<file path="config.mk">
export PLATFORM = sky130hd
export DESIGN_NAME = interval_timers_flat
export DESIGN_NICKNAME = d
export VERILOG_FILES = /design/src/rtl/timers_pkg.sv /design/src/rtl/timer_link_if.sv /design/src/rtl/interval_timers.sv /design/src/flat_wrapper.sv
export SDC_FILE = /design/constraint.sdc
export NUM_CORES = 1
export LEC_CHECK = 0
export ABC_AREA = 1
export BUFFER_PORTS_ARGS = -buffer_cell sky130_fd_sc_hd__buf_2
export CAP_MARGIN = 10
export CORE_MARGIN = 2
export CORE_UTILIZATION = 55
export CTS_CLUSTER_SIZE = 25
export DETAILED_ROUTE_END_ITERATION = 6
export PLACE_DENSITY = 0.78
export SETUP_SLACK_MARGIN = 0.05
export SLEW_MARGIN = 20
export SYNTH_ARGS = -nofsm -noshare
export SYNTH_HDL_FRONTEND = slang
export SYNTH_SLANG_ARGS = --single-unit
</file>
<file path="constraint.sdc">
create_clock -name pclk -period 2.86 [get_ports pclk]
set_clock_uncertainty 0.05 [all_clocks]
set_input_delay 0.429 -clock pclk [delete_from_list [all_inputs] [get_ports pclk]]
set_output_delay 0.429 -clock pclk [all_outputs]
set_load 0.005 [all_outputs]
</file>
<file path="src/rtl/timers_pkg.sv">
// shared constants and types for the interval timer block and its host bridge
package timers_pkg;

    // device i/o map
    localparam logic [15:0] ADDR_G1_CNT0 = 16'h0040;
    localparam logic [15:0] ADDR_G1_CNT1 = 16'h0041;
    localparam logic [15:0] ADDR_G1_CNT2 = 16'h0042;
    localparam logic [15:0] ADDR_G1_CTRL = 16'h0043;
    localparam logic [15:0] ADDR_G2_CNT0 = 16'h0048;
    localparam logic [15:0] ADDR_G2_CNT2 = 16'h004A;
    localparam logic [15:0] ADDR_G2_CTRL = 16'h004B;
    localparam logic [15:0] ADDR_SYS_PORT = 16'h0061;
    localparam logic [15:0] ADDR_NMI_PORT = 16'h0461;

    // control value that arms the slow-down one-shot
    localparam logic [7:0] SLOW_ONESHOT_CW = 8'h92;

    // control word fields
    localparam int CW_SEL_LSB  = 6;
    localparam int CW_RW_LSB   = 4;
    localparam int CW_MODE_LSB = 1;

    // counter modes
    localparam logic [2:0] MODE_INT     = 3'h0;
    localparam logic [2:0] MODE_ONESHOT = 3'h1;
    localparam logic [2:0] MODE_RATE    = 3'h2;
    localparam logic [2:0] MODE_SQUARE  = 3'h3;
    localparam logic [2:0] MODE_SWSTB   = 3'h4;
    localparam logic [2:0] MODE_HWSTB   = 3'h5;

    // access kinds
    localparam logic [1:0] RW_LATCH = 2'h0;
    localparam logic [1:0] RW_LSB   = 2'h1;
    localparam logic [1:0] RW_MSB   = 2'h2;
    localparam logic [1:0] RW_BOTH  = 2'h3;

    // port bits
    localparam int SYS_SPK_GATE_BIT = 0;
    localparam int SYS_SPK_DATA_BIT = 1;
    localparam int SYS_SPK_OUT_BIT  = 5;
    localparam int NMI_FS_CTRL_BIT  = 2;
    localparam int NMI_FS_STAT_BIT  = 7;
    localparam logic [1:0] SYS_PORT_RST = 2'h0;
    localparam logic FS_CTRL_RST = 1'b1;

    // cycle status bits
    localparam int ST_IO_BIT  = 0;
    localparam int ST_ISA_BIT = 2;

    // clocking and access timing
    localparam int NUM_CTR     = 5;
    localparam int OSC_DIV_SYS = 12;
    localparam int OSC_DIV_FS  = 48;
    localparam logic [2:0] WAIT_FAST = 3'h3;
    localparam logic [2:0] WAIT_SLOW = 3'h6;

    // host bridge apb map
    localparam logic [7:0] HOST_CMD_OFS  = 8'h00;
    localparam logic [7:0] HOST_STAT_OFS = 8'h04;
    localparam int CMD_WDATA_LSB  = 0;
    localparam int CMD_ADDR_LSB   = 8;
    localparam int CMD_WRITE_BIT  = 24;
    localparam int CMD_ISA_BIT    = 25;
    localparam int STAT_BUSY_BIT  = 0;
    localparam int STAT_RDATA_LSB = 8;
    localparam int STAT_HIT_BIT   = 16;

    typedef struct packed {
        logic [15:0] cnt;
        logic [15:0] reload;
        logic [15:0] latch;
        logic [7:0]  lsb_hold;
        logic [2:0]  mode;
        logic [1:0]  rw;
        logic        programmed;
        logic        load_pend;
        logic        wr_hi;
        logic        rd_hi;
        logic        latched;
        logic        out;
        logic        gate_prev;
    } counter_t;

    typedef enum logic [1:0] {H_IDLE, H_STROBE, H_RELEASE} host_state_t;

endpackage : timers_pkg
</file>
<file path="src/rtl/timer_link_if.sv">
// register access link between host bridge and timer device
`timescale 1ns/1ps
interface timer_link_if;
    logic [15:0] host_addr;
    logic        host_write_read_n;
    logic [2:0]  cycle_status;
    logic        cmd_n;
    logic [7:0]  host_wdata;
    logic [7:0]  dev_rdata;
    logic        slave_data_ready;
    logic        chip_select_out_n;

    modport device (
        input  host_addr, host_write_read_n, cycle_status, cmd_n, host_wdata,
        output dev_rdata, slave_data_ready, chip_select_out_n
    );
    modport host (
        output host_addr, host_write_read_n, cycle_status, cmd_n, host_wdata,
        input  dev_rdata, slave_data_ready, chip_select_out_n
    );
endinterface : timer_link_if

</file>
<file path="src/rtl/interval_timers.sv">
// five interval counters, slow-down one-shot and fail-safe latch
// Summary of operation
// - five counters: group one three, group two
// - group two counter 1 absent
// - bus clock or oscillator /12, /48
// - g1 counter0: osc/12, gate on, drives irq0
// - g1 counter1: osc/12, gate on, refresh request
// - g1 counter2: speaker tone, gate port 61h
// - g2 counter0: osc/48, gate on, fail-safe
// - g2 counter2: bus clock, refresh-gated, slow pin
// - slow pin idle until counter programmed
// - one-shot slow pulse every refresh request
// - software writes 92h to 4Bh
// - refresh cycles decoupled from slow pulse
// - refresh rate sets slow-down repetition
// - leave slow counter unloaded until needed
// - 8-bit slave with 8-bit data
// - non-isa 6 clocks; isa 3 or 6
// - slow isa access extended by data ready
// - fail-safe rising edge latched for nmi
// - fail-safe status bit7, control bit2, 461h
`timescale 1ns/1ps
module interval_timers
    import timers_pkg::*;
#(
    parameter int DIV_SYS = OSC_DIV_SYS,
    parameter int DIV_FS  = OSC_DIV_FS
) (
    // clock and reset
    input  logic         pclk,
    input  logic         presetn,
    // oscillator pin
    input  logic         ref_osc_in,
    // register link
    timer_link_if.device link,
    // timer outputs
    output logic         irq0,
    output logic         refresh_req,
    output logic         speaker_out,
    output logic         fail_safe_nmi,
    output logic         cpu_slow_out_n
);

    localparam int FS_RATIO = DIV_FS / DIV_SYS;

    if (DIV_SYS < 2 || DIV_SYS > 16 || FS_RATIO < 1 || FS_RATIO > 4 ||
        DIV_FS % DIV_SYS != 0) begin : g_bad_div
        $error("interval_timers: unsupported divider setting");
    end

    localparam logic [4:0][15:0] CTR_ADDR = {ADDR_G2_CNT2, ADDR_G2_CNT0, ADDR_G1_CNT2,
                                             ADDR_G1_CNT1, ADDR_G1_CNT0};
    localparam logic [4:0][15:0] CTR_CTRL = {ADDR_G2_CTRL, ADDR_G2_CTRL, ADDR_G1_CTRL,
                                             ADDR_G1_CTRL, ADDR_G1_CTRL};
    localparam logic [4:0][1:0]  CTR_SEL  = {2'h2, 2'h0, 2'h2, 2'h1, 2'h0};
    localparam logic [3:0] DIV_SYS_LAST = 4'(DIV_SYS - 1);
    localparam logic [1:0] FS_LAST      = 2'(FS_RATIO - 1);

    typedef struct packed {
        counter_t [NUM_CTR-1:0] ctr;
        logic [2:0]  osc_sync;
        logic [3:0]  div_sys;
        logic [1:0]  div_fs;
        logic [1:0]  sys_ctl;
        logic        fs_ctl;
        logic        fs_stat;
        logic        busy;
        logic [2:0]  wait_cnt;
        logic        rdy;
        logic [7:0]  rdata;
        logic        cs_n;
        logic        irq0;
        logic        refresh;
        logic        speaker;
        logic        nmi;
        logic        slow_n;
    } dev_state_t;

    dev_state_t s;
    dev_state_t next_s;

    always_comb begin
        logic            osc_edge;
        logic            tick_sys;
        logic            tick_fs;
        logic            hit;
        logic            slow_reg;
        logic            acc;
        logic            wr;
        logic            gate;
        logic            tick;
        logic            one_shot;
        logic            done;
        logic            fs_edge;
        logic [2:0]      m;
        logic [15:0]     v;
        logic [7:0]      rd;
        logic [7:0]      d;
        osc_edge = 1'b0;
        tick_sys = 1'b0;
        tick_fs  = 1'b0;
        hit      = 1'b0;
        slow_reg = 1'b0;
        acc      = 1'b0;
        wr       = 1'b0;
        gate     = 1'b0;
        tick     = 1'b0;
        one_shot = 1'b0;
        done     = 1'b0;
        fs_edge  = 1'b0;
        m        = 3'h0;
        v        = 16'h0000;
        rd       = 8'hFF;
        d        = link.host_wdata;
        next_s   = s;

        // oscillator edge found on the synchronised copy only
        next_s.osc_sync = {s.osc_sync[1:0], ref_osc_in};
        osc_edge = s.osc_sync[1] & ~s.osc_sync[2];
        if (osc_edge) begin
            if (s.div_sys == DIV_SYS_LAST) begin
                next_s.div_sys = 4'h0;
                tick_sys = 1'b1;
                next_s.div_fs = (s.div_fs == FS_LAST) ? 2'h0 : s.div_fs + 2'h1;
                tick_fs = (s.div_fs == FS_LAST);
            end else begin
                next_s.div_sys = s.div_sys + 4'h1;
            end
        end

        // counting
        for (int i = 0; i < NUM_CTR; i++) begin
            unique case (i)
                2:       gate = s.sys_ctl[SYS_SPK_GATE_BIT];
                4:       gate = s.ctr[1].out;
                default: gate = 1'b1;
            endcase
            unique case (i)
                3:       tick = tick_fs;
                4:       tick = 1'b1;
                default: tick = tick_sys;
            endcase
            one_shot = (s.ctr[i].mode == MODE_ONESHOT) || (s.ctr[i].mode == MODE_HWSTB);
            if (tick && s.ctr[i].programmed) begin
                next_s.ctr[i].gate_prev = gate;
                if (s.ctr[i].load_pend && !one_shot) begin
                    next_s.ctr[i].cnt = s.ctr[i].reload;
                    next_s.ctr[i].load_pend = 1'b0;
                end else if (one_shot && gate && !s.ctr[i].gate_prev) begin
                    next_s.ctr[i].cnt = s.ctr[i].reload;
                    next_s.ctr[i].load_pend = 1'b0;
                    if (s.ctr[i].mode == MODE_ONESHOT) begin
                        next_s.ctr[i].out = 1'b0;
                    end
                end else if (!s.ctr[i].load_pend && (gate || one_shot)) begin
                    next_s.ctr[i].cnt = s.ctr[i].cnt - 16'h0001;
                    unique case (s.ctr[i].mode)
                        MODE_INT, MODE_ONESHOT: begin
                            if (s.ctr[i].cnt == 16'h0001) begin
                                next_s.ctr[i].out = 1'b1;
                            end
                        end
                        MODE_RATE: begin
                            next_s.ctr[i].out = (s.ctr[i].cnt != 16'h0002);
                            if (s.ctr[i].cnt == 16'h0001) begin
                                next_s.ctr[i].cnt = s.ctr[i].reload;
                            end
                        end
                        MODE_SQUARE: begin
                            next_s.ctr[i].cnt = s.ctr[i].cnt - 16'h0002;
                            if (s.ctr[i].cnt <= 16'h0002) begin
                                next_s.ctr[i].out = ~s.ctr[i].out;
                                next_s.ctr[i].cnt = s.ctr[i].reload;
                            end
                        end
                        default: begin
                            next_s.ctr[i].out = (s.ctr[i].cnt != 16'h0001);
                        end
                    endcase
                end else if (!gate && (s.ctr[i].mode == MODE_RATE ||
                                       s.ctr[i].mode == MODE_SQUARE)) begin
                    next_s.ctr[i].out = 1'b1;
                end
            end
        end

        // register link, one access per strobe
        wr  = link.host_write_read_n;
        acc = s.busy && (s.wait_cnt == 3'h1);
        for (int i = 0; i < NUM_CTR; i++) begin
            if (link.host_addr == CTR_ADDR[i]) begin
                hit = 1'b1;
                slow_reg = 1'b1;
            end
            if (link.host_addr == CTR_CTRL[i]) begin
                hit = 1'b1;
                slow_reg = 1'b1;
            end
        end
        if (link.host_addr == ADDR_SYS_PORT || link.host_addr == ADDR_NMI_PORT) begin
            hit = 1'b1;
        end
        if (link.cmd_n) begin
            next_s.busy = 1'b0;
            next_s.rdy  = 1'b0;
            next_s.cs_n = 1'b1;
            next_s.wait_cnt = 3'h0;
        end else if (!s.busy && !s.rdy && link.cycle_status[ST_IO_BIT]) begin
            next_s.busy = 1'b1;
            next_s.cs_n = ~hit;
            next_s.wait_cnt = (link.cycle_status[ST_ISA_BIT] && !slow_reg) ?
                              WAIT_FAST : WAIT_SLOW;
        end else if (s.busy) begin
            next_s.wait_cnt = s.wait_cnt - 3'h1;
            if (acc) begin
                next_s.busy = 1'b0;
                next_s.rdy  = 1'b1;
            end
        end

        if (acc) begin
            for (int i = 0; i < NUM_CTR; i++) begin
                if (link.host_addr == CTR_ADDR[i]) begin
                    if (wr) begin
                        done = 1'b0;
                        unique case (s.ctr[i].rw)
                            RW_LSB: begin
                                next_s.ctr[i].reload = {8'h00, d};
                                done = 1'b1;
                            end
                            RW_MSB: begin
                                next_s.ctr[i].reload = {d, 8'h00};
                                done = 1'b1;
                            end
                            RW_BOTH: begin
                                next_s.ctr[i].wr_hi = ~s.ctr[i].wr_hi;
                                next_s.ctr[i].lsb_hold = d;
                                next_s.ctr[i].reload = {d, s.ctr[i].lsb_hold};
                                done = s.ctr[i].wr_hi;
                            end
                            default: done = 1'b0;
                        endcase
                        if (done && s.ctr[i].rw != RW_LATCH) begin
                            next_s.ctr[i].programmed = 1'b1;
                            next_s.ctr[i].load_pend = 1'b1;
                            if (s.ctr[i].mode == MODE_INT) begin
                                next_s.ctr[i].out = 1'b0;
                            end
                        end
                    end else begin
                        v = s.ctr[i].latched ? s.ctr[i].latch : s.ctr[i].cnt;
                        unique case (s.ctr[i].rw)
                            RW_MSB:  rd = v[15:8];
                            RW_BOTH: rd = s.ctr[i].rd_hi ? v[15:8] : v[7:0];
                            default: rd = v[7:0];
                        endcase
                        if (s.ctr[i].rw == RW_BOTH) begin
                            next_s.ctr[i].rd_hi = ~s.ctr[i].rd_hi;
                        end
                        if (s.ctr[i].rw != RW_BOTH || s.ctr[i].rd_hi) begin
                            next_s.ctr[i].latched = 1'b0;
                        end
                    end
                end
                // a select of 01 in group two reaches no counter
                if (link.host_addr == CTR_CTRL[i] && wr &&
                    d[CW_SEL_LSB +: 2] == CTR_SEL[i]) begin
                    if (d[CW_RW_LSB +: 2] == RW_LATCH) begin
                        if (!s.ctr[i].latched) begin
                            next_s.ctr[i].latched = 1'b1;
                            next_s.ctr[i].latch = s.ctr[i].cnt;
                        end
                    end else begin
                        m = d[CW_MODE_LSB +: 3];
                        if (m[1]) begin
                            m[2] = 1'b0;
                        end
                        next_s.ctr[i].rw = d[CW_RW_LSB +: 2];
                        next_s.ctr[i].mode = m;
                        next_s.ctr[i].programmed = 1'b0;
                        next_s.ctr[i].load_pend = 1'b0;
                        next_s.ctr[i].wr_hi = 1'b0;
                        next_s.ctr[i].rd_hi = 1'b0;
                        next_s.ctr[i].latched = 1'b0;
                        next_s.ctr[i].gate_prev = 1'b1;
                        next_s.ctr[i].out = (m != MODE_INT);
                    end
                end
            end
            if (link.host_addr == ADDR_SYS_PORT) begin
                if (wr) begin
                    next_s.sys_ctl = d[1:0];
                end
                rd = 8'h00;
                rd[1:0] = s.sys_ctl;
                rd[SYS_SPK_OUT_BIT] = s.ctr[2].out;
            end
            if (link.host_addr == ADDR_NMI_PORT) begin
                if (wr) begin
                    next_s.fs_ctl = d[NMI_FS_CTRL_BIT];
                end
                rd = 8'h00;
                rd[NMI_FS_CTRL_BIT] = s.fs_ctl;
                rd[NMI_FS_STAT_BIT] = s.fs_stat;
            end
            next_s.rdata = rd;
        end

        // fail-safe edge latch, the edge beats a clear in the same cycle
        fs_edge = next_s.ctr[3].out & ~s.ctr[3].out;
        if (fs_edge && !s.fs_ctl) begin
            next_s.fs_stat = 1'b1;
        end else if (next_s.fs_ctl) begin
            next_s.fs_stat = 1'b0;
        end

        // output copies; refresh timing on the bus is left to the arbiter
        next_s.irq0    = next_s.ctr[0].out;
        next_s.refresh = next_s.ctr[1].out;
        next_s.speaker = next_s.ctr[2].out & next_s.sys_ctl[SYS_SPK_DATA_BIT];
        next_s.nmi     = next_s.fs_stat;
        next_s.slow_n  = next_s.ctr[4].programmed ? next_s.ctr[4].out : 1'b1;
    end

    always_ff @(posedge pclk or negedge presetn) begin
        if (!presetn) begin
            s         <= '0;
            s.sys_ctl <= SYS_PORT_RST;
            s.fs_ctl  <= FS_CTRL_RST;
            s.cs_n    <= 1'b1;
            s.slow_n  <= 1'b1;
            s.rdata   <= 8'hFF;
        end else begin
            s <= next_s;
        end
    end

    assign link.dev_rdata         = s.rdata;
    assign link.slave_data_ready  = s.rdy;
    assign link.chip_select_out_n = s.cs_n;
    assign irq0                   = s.irq0;
    assign refresh_req            = s.refresh;
    assign speaker_out            = s.speaker;
    assign fail_safe_nmi          = s.nmi;
    assign cpu_slow_out_n         = s.slow_n;

endmodule : interval_timers

</file>
<file path="src/flat_wrapper.sv">
// flat-port wrapper written by rule: the top's interface ports become plain ports
module interval_timers_flat import timers_pkg::*;
#(
    parameter int DIV_SYS = OSC_DIV_SYS,
    parameter int DIV_FS  = OSC_DIV_FS
)
  (pclk, presetn, ref_osc_in, irq0, refresh_req, speaker_out, fail_safe_nmi, cpu_slow_out_n, link_host_addr, link_host_write_read_n, link_cycle_status, link_cmd_n, link_host_wdata, link_dev_rdata, link_slave_data_ready, link_chip_select_out_n);
  timer_link_if link_i ();
  input  logic pclk;
  input  logic presetn;
  input  logic ref_osc_in;
  output logic irq0;
  output logic refresh_req;
  output logic speaker_out;
  output logic fail_safe_nmi;
  output logic cpu_slow_out_n;
  input wire logic [$bits(link_i.host_addr)-1:0] link_host_addr;
  input wire logic [$bits(link_i.host_write_read_n)-1:0] link_host_write_read_n;
  input wire logic [$bits(link_i.cycle_status)-1:0] link_cycle_status;
  input wire logic [$bits(link_i.cmd_n)-1:0] link_cmd_n;
  input wire logic [$bits(link_i.host_wdata)-1:0] link_host_wdata;
  output wire logic [$bits(link_i.dev_rdata)-1:0] link_dev_rdata;
  output wire logic [$bits(link_i.slave_data_ready)-1:0] link_slave_data_ready;
  output wire logic [$bits(link_i.chip_select_out_n)-1:0] link_chip_select_out_n;
  assign link_i.host_addr = link_host_addr;
  assign link_i.host_write_read_n = link_host_write_read_n;
  assign link_i.cycle_status = link_cycle_status;
  assign link_i.cmd_n = link_cmd_n;
  assign link_i.host_wdata = link_host_wdata;
  assign link_dev_rdata = link_i.dev_rdata;
  assign link_slave_data_ready = link_i.slave_data_ready;
  assign link_chip_select_out_n = link_i.chip_select_out_n;
  interval_timers #(.DIV_SYS(DIV_SYS), .DIV_FS(DIV_FS)) u_core (.pclk(pclk), .presetn(presetn), .ref_osc_in(ref_osc_in), .link(link_i), .irq0(irq0), .refresh_req(refresh_req), .speaker_out(speaker_out), .fail_safe_nmi(fail_safe_nmi), .cpu_slow_out_n(cpu_slow_out_n));
endmodule
</file>
==> results of run 1 <==
[cell families (layout without fill, tap and decap cells)]
logic type	count (synthesis)	in the layout	share of synthesized area, %
simple gates	1195	1195	23.3
compound gates	756	756	19.8
buf+inv	451	537	8.32
flops	369	369	41.6
xor+xnor	81	81	3.19
fa+ha+maj	54	54	3.04
mux	16	16	0.754
other cells	0	3	0
[worst paths after layout]
path                                             start                                        end  slack, ps  cells after the start
setup / recovery             u_core.s[108]$_DFFE_PN0P_       u_core.link.dev_rdata[7]$_DFFE_PN1P_        350                      7
hold / removal                              link_cmd_n  u_core.link.chip_select_out_n$_DFFE_PN1P_         60                      3
setup reg to reg             u_core.s[108]$_DFFE_PN0P_       u_core.link.dev_rdata[7]$_DFFE_PN1P_        350                      7
hold reg to reg            u_core.next_s[30]$_DFF_PN0_                u_core.next_s[31]$_DFF_PN0_        300                      0
max in group asynchronous                      presetn  u_core.link.chip_select_out_n$_DFFE_PN1P_       1470                      3
min in group asynchronous                      presetn                    u_core.s[309]$_DFF_PN0_        480                      2
[power breakdown]
part | internal [mW] | total, mW | switching [mW]
sequential | 5.49 | 5.73 | 0.240
combinational | 0.671 | 2.02 | 1.35
clock | 3.39 | 5.68 | 2.29
[synthesized netlist by cell type (all sizes together) (2+ instances only)]
| master | instances | share of area [%] |
|---|---|---|
| a21oi | 166 | 3.9 |
| o2111ai | 6 | 0.24 |
| nor4 | 6 | 0.17 |
| clkinv | 6 | 0.10 |
| o221ai | 8 | 0.32 |
| o211ai | 20 | 0.68 |
| o22ai | 48 | 1.4 |
| ha | 54 | 3.0 |
| a32oi | 3 | 0.15 |
| a211oi | 8 | 0.27 |
| nor3 | 44 | 1.1 |
| o21ai | 349 | 8.0 |
| xor2 | 76 | 3.0 |
| a41oi | 3 | 0.12 |
| a31oi | 28 | 0.79 |
| nand2 | 702 | 12 |
| inv | 335 | 5.7 |
| a2bb2oi | 2 | 0.079 |
| a22oi | 63 | 2.1 |
| a221oi | 3 | 0.12 |
| nor2 | 321 | 6.6 |
| mux2 | 6 | 0.30 |
| buf | 49 | 1.5 |
| a21boi | 2 | 0.067 |
| nand3 | 94 | 2.3 |
| nand4 | 21 | 0.59 |
| o31ai | 41 | 1.4 |
| xnor2 | 5 | 0.20 |
| or2 | 4 | 0.11 |
| clkbuf | 61 | 1.0 |
| o21a | 3 | 0.10 |
| dfstp | 11 | 1.3 |
| mux2i | 10 | 0.45 |
| dfrtp | 358 | 40 |
[state kept, by name, summed over array words and instances, names as in the netlist]
| signal | flops |
|---|---|
| u_core.link.slave_data_ready | 1 |
| u_core.speaker_out | 1 |
| u_core.s | 355 |
| u_core.cpu_slow_out_n | 1 |
| u_core.link.dev_rdata | 8 |
| u_core.next_s | 2 |
| u_core.link.chip_select_out_n | 1 |
[per-layer routing]
metal / share of wire, % / GRT usage [%]
met2: 46 / 51.8
met4: 4.8 / 15.6
met5: 0 / 0
met1: 42 / 42.1
met3: 7.2 / 4.92
[area by class of cell]
cell class | count | area (µm²) | share of cell area, %
inverter | 341 | 1280 | 5.19
clock inverter | 23 | 269 | 1.09
tap | 525 | 657 | 2.66
sequential | 369 | 9250 | 37.5
antenna | 3 | 7.51 | 0.0304
multi-input combinational | 2102 | 11100 | 45.2
timing repair buffer | 120 | 891 | 3.61
clock buffer | 53 | 1180 | 4.80
[critical path: stages, from the launching register on]
cell       delay (ps)
dfrtp_1           420
ha_1              500
a21oi_1           310
o22ai_1           330
o21ai_0           210
o21ai_0           270
nand3_1           170
a2bb2oi_1         170
[repair_timing]
action,CTS,global route
hold buffers,2,0
hold endpoints to repair,70,0
setup endpoints to repair,0,0
[through the flow]
stage / std cells / power (mW) / area (µm²) / utilization, %
after floorplan: 2922 / 7.20 / 22200 / -
after global placement: 3455 / 7.74 / 23200 / 58.3
after detailed placement: 3455 / 7.79 / 23200 / 58.3
after CTS: 3533 / 13.5 / 24700 / 61.9
after global routing: 3536 / 14.0 / 24700 / 62.0
final: 3536 / 13.4 / 24700 / 62.0
==> run summary, run 1 <==
setup TNS: 0 ps
routed wire length: 65.6 mm
CORE AREA: 39,800 µm²
clock transition at the registers of the reported paths: 70 ps
nature of the critical path endpoint: flop
Max Slew Vio Count: 0
outcome: completed
I/O pin count: 47
total congestion overflow: 0
Synth Register Bits: 369
Mapped Area: 22,200 µm²
clock sink total: 369
Final period util: 87.8%
Die Wd: 205 µm
CTS max path bufs: 3
CP required: 3310 ps
top_reg_cell synth: dfrtp_1
later-pin clock latency in the skew report: 570 ps
die height: 205 µm
critical path data arrival time: 2960 ps
RD Place Congestion: 0.998
Vias per Instance: 5.88
worst-margin pin slew: 905 ps
Max rail drop VDD: 542 µV
post-route minimum period: 2510 ps
number of flops mapped to enable cells by yosys: 0
Setup violations, final: 0
YS warnings: 0
Initial Util: 55.8%
initial antenna violation count: 3
largest net degree at the start of global routing: 89
drt drc: 0
most common cell after layout, fill and taps aside: nand2_1
Syn Nets: 3,008
PD cells: 544 nW/µm²
Final Hold Slack: 60.5 ps
Row Count: 73
Initial DRC Count: 2,054
routed via count: 20.8k
CP Launch Type: flop
synthesized area per cell: 7.61 µm²
Post-Place Worst Slack: 412 ps
max_cap viols: 0
CTS tree: done
Pleak: 12.3 nW
Layout area overhead: 11.0%
post-detail-place hpwl: 47.6 mm
Final ANT Viol Nets: 0
RSZ-0062 raised after global routing: no
routed len/inst: 18.6 µm
relative slew slack: 39.6%
commonest non-fill, non-tap cells in the layout: 674 x nand2_1, 358 x dfrtp_1, 312 x o21ai_0, 309 x inv_1, 277 x nor2_1
Hold Crit Class: in2reg
Nets: 3,061
PnR worst setup slack: 350 ps
DIE AREA: 42,100 µm²
layout cells sized above 1: 10.9%
WS Path Type: reg2reg
synth unique cells: 62
Final Hold Viols: 0
vias in the first global route: 20.4k
first-pass GRT wire length: 106 mm
Max Fclk: 398 MHz
sequential share of the synthesized area: 41.6%
Post-CTS Setup Bufs: 0
Synth Instances: 2,922
post-CTS sizing: 0
clock root buffer: clkbuf_16
port bufs: 45
Pre-Repair DR Iteration Count: 6
TritonCTS buffer count: 41
ys async rst share: 100%
critical path fanouts, max: 14
GRT Total Usage: 32.0%
Fill cells: 3,477
H-tree Lvls: 2
Power figures use the tool's default switching activity.
==> inputs of run 2 (changes only) <==
Settings changed: PLACE_DENSITY 0.78 to 0.81.
Clock period 2.86 ns to 2.2 ns, I/O delays scaled along.
==> run 2 against run 1 <==
Effect of this change:
- worst hold slack improved by 22 ps
- sequential share of layout area decreased by 2.9 points
- flip-flop and latch count unchanged
- cell area increased by 8.4%
- via count increased by 5.5%
- utilization increased by 5.2 points
- critical path depth increased by 5
- routed wire length increased by 8.2%
- count of clock-buffer cells in the layout increased by 1
- critical path type unchanged
- final cell count increased by 5.4%
- die area unchanged
==> run summary, run 2 (same netlist as run 1, synthesis figures left out) <==
outcome: completed
Final ANT Viol Nets: 0 (unchanged)
PD cells: 679 nW/µm² (+25%)
clock sink total: 369 (unchanged)
max_cap viols: 0 (unchanged)
vias in the first global route: 21.0k (+2.7%)
layout cells sized above 1: 19.6% (+8.7 points)
DIE AREA: 42,100 µm² (unchanged)
r2r setup slk: 70 ps (-280 ps)
GRT Total Usage: 33.5% (+1.5 points)
Worst Setup EP: u_core.s[86]$_DFFE_PN0P_
Max Slew Vio Count: 0 (unchanged)
Nets: 3,252 (+6.2%)
non-filler cells, final: 3,726 (+5.4%)
Setup violations, final: 0 (unchanged)
Row Count: 73 (unchanged)
Fill cells: 3,215 (-7.5%)
Pre-Repair DR Iteration Count: 6 (unchanged)
CP Launch Type: flop
Worst Reg2Reg Path Length in Cells: 12 (+5)
Hold Crit Class: in2reg
commonest non-fill, non-tap cells in the layout: 656 x nand2_1, 353 x dfrtp_1, 301 x o21ai_0, 286 x inv_1, 244 x nor2_1
Vias per Instance: 5.88 (about the same)
Max rail drop VDD: 807 µV (+49%)
first-pass GRT wire length: 111 mm (+4.2%)
Initial Util: 55.8% (unchanged)
Final period util: 96.7% (+8.9 points)
Max Fclk: 470 MHz (+18%)
initial antenna violation count: 2 (-1)
total congestion overflow: 0 (unchanged)
RD Place Congestion: 1.01 (+1.3%)
die height: 205 µm (unchanged)
Multi-input gate area: 11,600 µm² (+4.2%)
Top reg by flops: u_core.s
Reg2Reg Capture Point: u_core.s[86]$_DFFE_PN0P_
critical path data arrival time: 2560 ps (-400 ps)
sequential cell area: 9250 µm² (about the same)
largest net degree at the start of global routing: 57 (-36%)
CP required: 2640 ps (-670 ps)
later-pin clock latency in the skew report: 570 ps (about the same)
Die Wd: 205 µm (unchanged)
routed via count: 21.9k (+5.5%)
Final Hold Slack: 82.9 ps (+22.4 ps)
Pleak: 13.3 nW (+8.4%)
RSZ-0062 raised after global routing: yes
Final Hold Viols: 0 (unchanged)
nature of the critical path endpoint: flop
H-tree Lvls: 2 (unchanged)
Layout area overhead: 20.2%
post-route minimum period: 2130 ps (-383 ps)
TritonCTS buffer count: 41 (unchanged)
I/O pin count: 47 (unchanged)
max reg flops: 355 (unchanged)
worst setup path startpoint: u_core.s[85]$_DFFE_PN0P_
port bufs: 45 (unchanged)
routed len/inst: 19.1 µm (+2.7%)
CORE AREA: 39,800 µm² (unchanged)
clock root buffer: clkbuf_16
HP Start: link_host_wdata[7]
CTS max path bufs: 3 (unchanged)
CTS tree: done
# placed instances: 3,612 (+4.5%)
post-detail-place hpwl: 50.8 mm (+6.6%)
worst-margin pin slew: 844 ps (-61.5 ps)
routed wire length: 71.0 mm (+8.2%)
Initial DRC Count: 2,397 (+17%)
most common cell after layout, fill and taps aside: nand2_1
worst r2r src: u_core.s[85]$_DFFE_PN0P_
clock transition at the registers of the reported paths: 60 ps (about the same)
drt drc: 0 (unchanged)
critical path fanouts, max: 8 (-6)
relative slew slack: 43.7% (+4.1 points)
WS Path Type: reg2reg
-- run 2: changes by cell type in the layout (fill, tap and decap cells not counted), sizes merged --
cell | previous run | this run
buf | 118 | 303
clkinv | 19 | 16
clkinvlp | 4 | 6
nand3 | 94 | 95
dlygate4sd3 | 2 | 3
bufinv | 5 | 6
clkbuf | 53 | 56
inv | 336 | 335
nor2 | 321 | 322
-- run 2: where the power goes --
part | internal, mW | switching, mW | leakage [nW]
clock | 4.40 | 2.97 | 0.694
sequential | 7.14 | 0.312 | 4.96
combinational | 1.30 | 2.03 | 7.65
-- run 2: worst min-delay path by stage --
stage	end	slack [ps]	cells after the start
6_report	u_core.s[347]$_DFFE_PN0P_	80	3
5_1_grt	u_core.s[347]$_DFFE_PN0P_	80	3
4_1_cts	u_core.s[347]$_DFFE_PN0P_	60	3
3_5_place_dp	u_core.s[309]$_DFF_PN0_	290	1
3_3_place_gp	u_core.s[161]$_DFFE_PN0P_	290	1
2_1_floorplan	u_core.link.slave_data_ready$_DFFE_PN0P_	-20	0
-- run 2: per-stage QoR --
step	utilization (%)	setup TNS, ps	power [mW]	setup slack, ps	area, µm²
floorplan	-	0	9.36	221	22200
global placement	61.6	-20.6	10.4	-20.6	24500
detailed placement	61.6	-591	10.5	-111	24500
CTS	65.4	0	17.9	57.5	26000
finish	67.1	0	18.1	73.4	26700
global route	67.1	-58.4	18.8	-33.2	26700
-- run 2: repair_timing --
item	4_1_cts	5_1_grt
cloned	1	4
hold buffers	3	0
setup buffers	2	26
pin swaps	2	22
gates resized for setup	13	148
setup endpoints to repair	43	148
endpoints found under the hold margin	45	0
-- run 2: final cells by class --
cell class / count / share of cell area, %
antenna: 3 / 0.0281
clock buffer: 54 / 4.29
clock inverter: 21 / 1.02
inverter: 341 / 4.86
multi-input combinational: 2104 / 43.4
sequential: 369 / 34.6
tap: 525 / 2.46
timing repair buffer: 308 / 9.29
timing repair inverter: 1 / 0.0187
-- run 2: worst max-delay path: stages, from the launching register on --
cell	delay (ps)
dfrtp_1	390
inv_2	130
ha_4	150
inv_2	40
nor3_4	250
nand2_2	120
nand2_2	110
nand2_4	80
o21ai_4	240
buf_12	160
nand2_1	50
o21ai_1	80
a2bb2oi_1	190
-- run 2: layer usage --
| metal | global-route usage, % | up-vias | wire [µm] |
|---|---|---|---|
| li1 | - | 10200 | - |
| met1 | 45.3 | 10500 | 29500 |
| met2 | 53.8 | 961 | 33100 |
| met3 | 4.84 | 214 | 5070 |
| met4 | 14.8 | 0 | 3330 |
| met5 | 0 | - | 0 |
